`src/tsr_cfg.svh`:
```
// register pointers, field positions, reset values and hysteresis counts of the sensor
`ifndef TSR_CFG_SVH
`define TSR_CFG_SVH

// register pointers
`define TSR_PTR_CRIT 8'h04
`define TSR_PTR_RESULT 8'h05
`define TSR_PTR_MAKER 8'h06
`define TSR_PTR_PART 8'h07
`define TSR_PTR_TIMEOUT 8'h22
`define TSR_PTR_RST 8'h00

// field positions
`define TSR_BIT_CRIT_HIGH 15
`define TSR_BIT_ABOVE_UPPER 14
`define TSR_BIT_BELOW_LOWER 13
`define TSR_TEMP_MSB 12
`define TSR_TEMP_LSB 1
`define TSR_LIM_LSB 2
`define TSR_TO_BIT 7

// reset values
`define TSR_RST_WORD 16'h0000
`define TSR_RST_LIMIT 11'h000
`define TSR_RST_TEMP 12'h000
`define TSR_RST_BYTE 8'h00

// hysteresis in 0.125 degree steps: 0, 1.5, 3 and 6 degrees
`define TSR_HYST_ZERO 14'sd0
`define TSR_HYST_1P5 14'sd12
`define TSR_HYST_3 14'sd24
`define TSR_HYST_6 14'sd48

// trip unit indices
`define TSR_U_CRIT 0
`define TSR_U_UPPER 1
`define TSR_U_LOWER 2
`define TSR_U_ALERT 3
`define TSR_UNITS 4

`endif

```
`src/tsr_pkg.sv`:
```
// shared types of the temperature sensor register block
`default_nettype none
package tsr_pkg;
  // one byte-level request from the two-wire slave engine
  typedef struct packed {
    logic ptr_wr;
    logic data_wr;
    logic data_rd;
    logic [7:0] data;
  } tsr_req_t;

  // one byte answer to a data read
  typedef struct packed {
    logic valid;
    logic [7:0] data;
  } tsr_rsp_t;

  typedef enum logic [1:0] {TSR_HYS_ZERO, TSR_HYS_1P5, TSR_HYS_3, TSR_HYS_6} tsr_hyst_t;
  typedef enum logic {TSR_PH_HIGH, TSR_PH_LOW} tsr_phase_t;
  typedef logic signed [13:0] tsr_temp_t;
endpackage
`default_nettype wire

```
`src/tsr_trip_flag.sv`:
```
// one temperature trip flag with optional hysteresis on release
`default_nettype none
module tsr_trip_flag #(
  parameter bit SET_ON_EQ = 1'b0,
  parameter bit LOW_SIDE = 1'b0
) (
  input wire logic sys_clk,
  input wire logic rst,
  input wire logic en,
  input wire logic update,
  input wire tsr_pkg::tsr_temp_t temp,
  input wire tsr_pkg::tsr_temp_t limit,
  input wire tsr_pkg::tsr_temp_t hyst,
  output logic flag_q
);
  import tsr_pkg::*;

  logic set_c;
  logic clr_c;
  tsr_temp_t release_lvl;

  // low side releases at the limit itself, high side at or below limit minus hysteresis
  assign release_lvl = tsr_temp_t'(limit - hyst);
  assign set_c = LOW_SIDE ? (temp < limit) : (SET_ON_EQ ? (temp >= limit) : (temp > limit));
  assign clr_c = LOW_SIDE ? (temp >= limit) : (temp <= release_lvl);

  // set wins when both hold at equality with zero hysteresis
  always_ff @(posedge sys_clk or posedge rst)
  begin
    if (rst)
    begin
      flag_q <= 1'b0;
    end
    else if (!en)
    begin
      flag_q <= 1'b0;
    end
    else if (update && set_c)
    begin
      flag_q <= 1'b1;
    end
    else if (update && clr_c)
    begin
      flag_q <= 1'b0;
    end
  end
endmodule
`default_nettype wire

```
`src/tsr_regs.sv`:
```
// register side of the temperature sensor: limit, result, identity and timeout control
// Function
// - critical limit register at pointer 04h, sign bit 12, value bits 11..2.
// - enabled alert sets above critical limit, releases at limit minus hysteresis.
// - critical limit becomes read-only while its lock bit is set.
// - critical limit bits 15..13 and 1..0 read zero and ignore writes.
// - read-only result at 05h, temperature in bits 12..1, bit 0 zero.
// - result status bits come only from comparisons, never from the alert.
// - bit 15 sets at or above critical, clears at limit minus hysteresis.
// - bit 14 sets above upper limit, clears at upper minus hysteresis.
// - bit 13 sets below lower limit, clears at or above it, no hysteresis.
// - bit 12 is the sign in result and limit registers.
// - bit 11 weighs 128 degrees, halving down to 0.125 at bit 1.
// - register 06h always returns a fixed maker code.
// - register 07h returns part code high byte and revision low byte.
// - register 22h bit 7 disables the bus timeout, reset zero, others read zero.
// - timeout bit ignores writes while either limit lock is set.
// - host writes a pointer first; the pointer is kept for later reads.
// - each register moves as two bytes, high byte first.
`include "tsr_cfg.svh"
`default_nettype none
module tsr_regs #(
  parameter logic [15:0] MAKER_CODE = 16'h1234, // arbitrary value
  parameter logic [7:0] PART_CODE = 8'h5a, // arbitrary value
  parameter logic [7:0] REVISION = 8'h01 // arbitrary value
) (
  input wire logic sys_clk,
  input wire logic rst,
  input wire tsr_pkg::tsr_req_t host_req,
  output tsr_pkg::tsr_rsp_t host_rsp,
  input wire logic [11:0] meas_temp,
  input wire logic meas_valid,
  input wire logic [10:0] upper_limit,
  input wire logic [10:0] lower_limit,
  input wire logic crit_lock,
  input wire logic win_lock,
  input wire tsr_pkg::tsr_hyst_t hyst_sel,
  input wire logic alert_enable,
  output logic crit_alert,
  output logic timeout_disable
);
  import tsr_pkg::*;

  //////////////////////////////////////////////////////////////////////////////
  // state
  logic [7:0] ptr_q;
  tsr_phase_t phase_q;
  logic [7:0] hold_q;
  logic [15:0] snap_q;
  tsr_rsp_t rsp_q;
  logic [10:0] crit_q;
  logic [11:0] temp_q;
  logic to_dis_q;
  logic [`TSR_UNITS-1:0] trip_q;
  logic [15:0] crit_word;
  logic [15:0] result_word;
  logic [15:0] read_word;
  logic commit;
  logic [15:0] wr_word;
  tsr_temp_t temp_ext;
  tsr_temp_t hyst_c;
  tsr_temp_t lim_a [`TSR_UNITS];

  //////////////////////////////////////////////////////////////////////////////
  // pointer and byte phase
  // a new pointer always restarts the pair at the high byte
  always_ff @(posedge sys_clk or posedge rst)
  begin
    if (rst)
    begin
      ptr_q <= `TSR_PTR_RST;
    end
    else if (host_req.ptr_wr)
    begin
      ptr_q <= host_req.data;
    end
  end

  // high byte then low byte, shared by reads and writes
  always_ff @(posedge sys_clk or posedge rst)
  begin
    if (rst)
    begin
      phase_q <= TSR_PH_HIGH;
    end
    else if (host_req.ptr_wr)
    begin
      phase_q <= TSR_PH_HIGH;
    end
    else if (host_req.data_wr || host_req.data_rd)
    begin
      phase_q <= (phase_q == TSR_PH_HIGH) ? TSR_PH_LOW : TSR_PH_HIGH;
    end
  end

  // the high byte of a write waits until the low byte completes the word
  always_ff @(posedge sys_clk or posedge rst)
  begin
    if (rst)
    begin
      hold_q <= `TSR_RST_BYTE;
    end
    else if (!host_req.ptr_wr && host_req.data_wr && phase_q == TSR_PH_HIGH)
    begin
      hold_q <= host_req.data;
    end
  end

  assign commit = !host_req.ptr_wr && host_req.data_wr && phase_q == TSR_PH_LOW;
  assign wr_word = {hold_q, host_req.data};

  //////////////////////////////////////////////////////////////////////////////
  // writable registers
  // only the value field is stored, so unused bits cannot take a write
  // read-only pointers have no write path at all, the byte is simply dropped
  always_ff @(posedge sys_clk or posedge rst)
  begin
    if (rst)
    begin
      crit_q <= `TSR_RST_LIMIT;
    end
    else if (commit && ptr_q == `TSR_PTR_CRIT && !crit_lock)
    begin
      crit_q <= wr_word[`TSR_TEMP_MSB:`TSR_LIM_LSB];
    end
  end

  // either lock freezes the timeout bit, so a locked part keeps its bus behaviour
  always_ff @(posedge sys_clk or posedge rst)
  begin
    if (rst)
    begin
      to_dis_q <= 1'b0;
    end
    else if (commit && ptr_q == `TSR_PTR_TIMEOUT && !(crit_lock || win_lock))
    begin
      to_dis_q <= wr_word[`TSR_TO_BIT];
    end
  end

  assign timeout_disable = to_dis_q;

  //////////////////////////////////////////////////////////////////////////////
  // measurement capture
  always_ff @(posedge sys_clk or posedge rst)
  begin
    if (rst)
    begin
      temp_q <= `TSR_RST_TEMP;
    end
    else if (meas_valid)
    begin
      temp_q <= meas_temp;
    end
  end

  //////////////////////////////////////////////////////////////////////////////
  // comparisons, all in signed 0.125 degree steps
  // limits have 0.25 degree steps, so a zero is appended below them
  assign temp_ext = tsr_temp_t'({{2{meas_temp[11]}}, meas_temp});

  always_comb
  begin
    lim_a[`TSR_U_CRIT] = tsr_temp_t'({{2{crit_q[10]}}, crit_q, 1'b0});
    lim_a[`TSR_U_UPPER] = tsr_temp_t'({{2{upper_limit[10]}}, upper_limit, 1'b0});
    lim_a[`TSR_U_LOWER] = tsr_temp_t'({{2{lower_limit[10]}}, lower_limit, 1'b0});
    lim_a[`TSR_U_ALERT] = tsr_temp_t'({{2{crit_q[10]}}, crit_q, 1'b0});
  end

  // selected hysteresis
  always_comb
  begin
    unique case (hyst_sel)
      TSR_HYS_ZERO: hyst_c = `TSR_HYST_ZERO;
      TSR_HYS_1P5: hyst_c = `TSR_HYST_1P5;
      TSR_HYS_3: hyst_c = `TSR_HYST_3;
      TSR_HYS_6: hyst_c = `TSR_HYST_6;
    endcase
  end

  // status flags and alert are separate units, so the flags never follow the alert
  localparam logic [`TSR_UNITS-1:0] SET_EQ_V = 4'h1;
  localparam logic [`TSR_UNITS-1:0] LOW_V = 4'h4;
  localparam logic [`TSR_UNITS-1:0] GATED_V = 4'h8;

  genvar gi;
  generate
    for (gi = 0; gi < `TSR_UNITS; gi++)
    begin : g_trip
      tsr_trip_flag #(
        .SET_ON_EQ(SET_EQ_V[gi]),
        .LOW_SIDE(LOW_V[gi])
      ) u_trip (
        .sys_clk(sys_clk),
        .rst(rst),
        .en(GATED_V[gi] ? alert_enable : 1'b1),
        .update(meas_valid),
        .temp(temp_ext),
        .limit(lim_a[gi]),
        .hyst(LOW_V[gi] ? `TSR_HYST_ZERO : hyst_c),
        .flag_q(trip_q[gi])
      );
    end
  endgenerate

  assign crit_alert = trip_q[`TSR_U_ALERT];

  //////////////////////////////////////////////////////////////////////////////
  // read words
  assign crit_word = {3'b000, crit_q, 2'b00};
  assign result_word = {trip_q[`TSR_U_CRIT], trip_q[`TSR_U_UPPER], trip_q[`TSR_U_LOWER],
                        temp_q, 1'b0};

  // unknown pointers read as zero
  always_comb
  begin
    case (ptr_q)
      `TSR_PTR_CRIT: read_word = crit_word;
      `TSR_PTR_RESULT: read_word = result_word;
      `TSR_PTR_MAKER: read_word = MAKER_CODE;
      `TSR_PTR_PART: read_word = {PART_CODE, REVISION};
      `TSR_PTR_TIMEOUT: read_word = {8'h00, to_dis_q, 7'h00};
      default: read_word = `TSR_RST_WORD;
    endcase
  end

  // the low byte comes from a snapshot so a word cannot tear between its bytes
  always_ff @(posedge sys_clk or posedge rst)
  begin
    if (rst)
    begin
      snap_q <= `TSR_RST_WORD;
    end
    else if (!host_req.ptr_wr && !host_req.data_wr && host_req.data_rd &&
             phase_q == TSR_PH_HIGH)
    begin
      snap_q <= read_word;
    end
  end

  // answer one cycle after the request
  always_ff @(posedge sys_clk or posedge rst)
  begin
    if (rst)
    begin
      rsp_q <= '0;
    end
    else
    begin
      rsp_q.valid <= !host_req.ptr_wr && !host_req.data_wr && host_req.data_rd;
      if (!host_req.ptr_wr && !host_req.data_wr && host_req.data_rd)
      begin
        rsp_q.data <= (phase_q == TSR_PH_HIGH) ? read_word[15:8] : snap_q[7:0];
      end
    end
  end

  assign host_rsp = rsp_q;

  logic rd_go;
  assign rd_go = !host_req.ptr_wr && !host_req.data_wr && host_req.data_rd;
endmodule
`default_nettype wire

```
`config.mk`:
```
export PLATFORM = sky130hd
export DESIGN_NAME = tsr_regs
export DESIGN_NICKNAME = d
export VERILOG_FILES = /design/src/tsr_pkg.sv /design/src/tsr_trip_flag.sv /design/src/tsr_regs.sv
export VERILOG_INCLUDE_DIRS = /design/src
export SDC_FILE = /design/constraint.sdc
export NUM_CORES = 1
export LEC_CHECK = 0
export BUFFER_PORTS_ARGS = -buffer_cell sky130_fd_sc_hd__buf_2
export CORE_MARGIN = 8
export CORE_UTILIZATION = 58
export CTS_CLUSTER_DIAMETER = 50
export DETAILED_ROUTE_END_ITERATION = 6
export PLACE_DENSITY = 0.81
export SYNTH_ARGS = -nofsm -noshare
export SYNTH_HDL_FRONTEND = slang
export SYNTH_SLANG_ARGS = --single-unit
```
`constraint.sdc`:
```
create_clock -name sys_clk -period 3.9 [get_ports sys_clk]
set_input_delay 0 -clock sys_clk [delete_from_list [all_inputs] [get_ports sys_clk]]
set_output_delay 0 -clock sys_clk [all_outputs]
set_load 0.02 [all_outputs]
```
==> results.ini <==
[run_status]
outcome=finished, final reports clean

[min_path]
hold_path.class=in2reg

[timing]
worstMarginPinSlew_ps=924
min_period_ps=3370
hold_viol_final=0
fin_crit_sh=0.864
slew_headroom=0.383
fin_setup_tns_ps=0
maxSlewViolCount=0
rsz0062_at_grt=no
finalSetupViolCount=0
max_freq_ghz=0.297
skew_ps=6.80

[global_routing]
grt_use_total=0.214
grt_pass1_vias=3875
overflow=0
antenna_found_initial=0
grt_pass1_wl_mm=18.9
grt_max_degree=47

[detailed_routing]
drt_iter0_markers=234
drc=0
wire_per_inst_um=17.7
drt-pass1-iter-count=5
antenna_left=0
num_vias=3711
routed_wl_mm=11.2
viasPerCell=5.86

[placed_design]
place_area_um2=4900
io_buffer_count=63
place.gp.congestion=0.900
dpl.cell_count=607
hpwl_mm=8.93

[die]
die_y_um=104
num_rows=32
ios=64
core_area_um2=7610
die_x_um=104
dieArea_um2=10800
floorplan.initialDensity=0.590

[clock_network]
cts_tree=yes
clkSinkCount=59
root_buffer=clkbuf_8
cts_inserted_buffers=9
insertion_delay_ps=340
hold_buffers=12
cts_buffer_depth=2
clk_pin_slew_ps=60
cts_max_level=3
cts_setup_buffers=0
post_cts_resized=0

[setup_path]
slowest_stage=dfrtp_1
cp_top_family=compound AO/OA/AOI/OAI gates
slowest_delay_ps=460
critPathRequiredTime_ps=4120
critPathMaxFanout=4
crit_type=reg2reg
end_kind=flop
critical_path_arrival_ps=3590
crit_buf_inv=0
path_cells=ha_1 -> nor2b_1 -> o21a_1 -> o21ai_0 -> nand2b_1 -> nor3_1 -> xnor2_1 -> ha_1 -> a21oi_1 -> o22ai_1 -> nor4b_1 -> o21a_1 -> o41ai_1 -> a32o_1
startpoint_type=flop

[synthesis]
synth-adder-area-share=0.201
synth_compound_area_frac=0.130
syn-cell-area_um2=4490
syn_inst=450
synthXorXnorAreaFrac=0.0332
synth_simple_gate_area_frac=0.151
ys_ff_latch=59
ys.flop_type=dfrtp_1
seq_area_frac_synth=0.329
ys_async_sr_fraction=1.00
synth_top_family_by_area=adder cells
syn_avg_cell_area_um2=9.98
synth_edf_count=0
yosys_warnings=0
muxShareOfSynthArea=0.110
synth_cell_types=55
synth_nets=574

[layout]
finalNetCount=652
instances_no_fill=633
layout-drive-gt1-share=0.228
area_growth_pct=15.9
final_area_um2=5200
diodes=0

[power]
powerDensity_nw_per_um2=326
vdd_drop_max_v=0.000308
leakagePower_nw=2.55

[run]
drv_cap=0

[metal layers]
layer / vias to the layer above / part of all wire / global-route usage / routed length [um]
met5: - / 0 / 0 / 0
met4: 0 / 0.014 / 0.0517 / 153
met3: 16 / 0.043 / 0.0428 / 478
met2: 99 / 0.50 / 0.369 / 5570
met1: 1799 / 0.45 / 0.267 / 5000
li1: 1797 / - / - / -
[path summary, 6_finish.rpt]
path | cells after the start | endpoint | start | slack, ps
hold / removal | 2 | phase_q$_DFFE_PP0P_ | host_req[10] | 10
hold reg to reg | 1 | snap_q[4]$_DFFE_PP0P_ | snap_q[4]$_DFFE_PP0P_ | 480
setup / recovery | 14 | g_trip[3].u_trip.flag_q$_DFFE_PP0P_ | crit_q[2]$_DFFE_PP0P_ | 530
setup reg to reg | 14 | g_trip[3].u_trip.flag_q$_DFFE_PP0P_ | crit_q[2]$_DFFE_PP0P_ | 530
max in group asynchronous | 4 | g_trip[1].u_trip.flag_q$_DFFE_PP0P_ | rst | 2900
min in group asynchronous | 3 | ptr_q[7]$_DFFE_PP0P_ | rst | 130
[stage by stage]
step | setup slack [ps] | util | hold slack (ps) | power, mW
3_3_place_gp | 637 | 0.644 | -49.4 | 1.14
3_5_place_dp | 480 | 0.644 | -48.6 | 1.16
6_report | 530 | 0.684 | 11.6 | 1.70
4_1_cts | 583 | 0.684 | 4.76 | 1.70
2_1_floorplan | 993 | - | 121 | 1.01
5_1_grt | 385 | 0.684 | 13.1 | 1.79
[power breakdown]
group | switching [mW] | total (mW) | internal (mW)
Sequential | 0.0521 | 0.723 | 0.671
Combinational | 0.238 | 0.441 | 0.202
Clock | 0.230 | 0.533 | 0.303
[sequential cells by signal (all words and copies together) (netlist names)]
signal and cells:
temp_q 12, crit_q 11, host_rsp 9, ptr_q 8
snap_q 8, hold_q 5, g_trip.u_trip.flag_q 4, phase_q 1
timeout_disable 1
[cells in the mapped netlist, types with 2 or more instances]
cell type	n	share of area
o21a_1	5	0.0084
nand2_1	18	0.015
a32o_1	2	0.0045
nor4b_1	2	0.0039
a31oi_1	3	0.0042
mux2i_1	6	0.013
a211oi_1	6	0.010
nor2_1	31	0.026
nor3_1	11	0.012
a21oi_1	26	0.029
nand4b_1	5	0.0098
o21bai_1	3	0.0050
o311ai_0	2	0.0039
o41ai_1	2	0.0039
nand3_1	9	0.010
and3_1	2	0.0028
nand2b_1	9	0.013
mux2_2	25	0.063
inv_1	42	0.035
dfrtp_1	59	0.33
xnor2_1	12	0.023
xor2_1	5	0.0098
mux2_4	10	0.033
buf_1	2	0.0017
nor3b_1	3	0.0050
fa_1	2	0.0089
nor4_1	3	0.0042
a2111oi_0	6	0.012
o21ai_0	19	0.021
nor2b_1	7	0.0098
a21o_1	6	0.010
clkbuf_1	7	0.0059
o31ai_1	2	0.0033
ha_1	69	0.19
nand4_1	9	0.013
[layout by cell type, fill, tap and decap left out, types with 2 or more instances in the layout]
cell            n
nand4b_1        5
nor3_1         11
a21oi_1        26
clkbuf_8       10
nand4_1         9
nor3b_1         3
inv_1          41
o21a_1          5
mux2i_1         6
and3_1          2
a2111oi_0       6
clkinv_2        2
a211oi_1        6
mux2_4         10
buf_2          63
nor2_1         31
nand2b_1        9
o311ai_0        2
xor2_1          5
fa_1            2
o21ai_0        19
ha_1           69
a21o_1          6
nand2_1        18
dlygate4sd3_1  12
a31oi_1         3
dfrtp_1        59
nor4_1          3
mux2_2         25
o31ai_1         2
nand3_1         9
xnor2_1        12
nor4b_1         2
a32o_1          2
buf_4           2
nor2b_1         7
o41ai_1         2
o21bai_1        3
[kinds of logic (layout without fill, tap and decap cells)]
group | count (synthesis) | count (layout)
DFF | 59 | 59
buffers and inverters | 53 | 134
xor gates and xnor gates | 17 | 17
AOI/OAI and AO/OA | 90 | 90
adders and majority gates | 71 | 71
and+or+nand+nor | 119 | 119
muxes | 41 | 41
[final cells by class]
type	instances	area, um2
Multi-Input combinational cell	338	2810
Fill cell	590	2400
Sequential cell	59	1480
Timing Repair Buffer	77	450
Inverter	43	161
Clock buffer	11	141
Tap cell	102	128
Clock inverter	3	40.0
No activity file was read; power rests on OpenSTA's default activity.
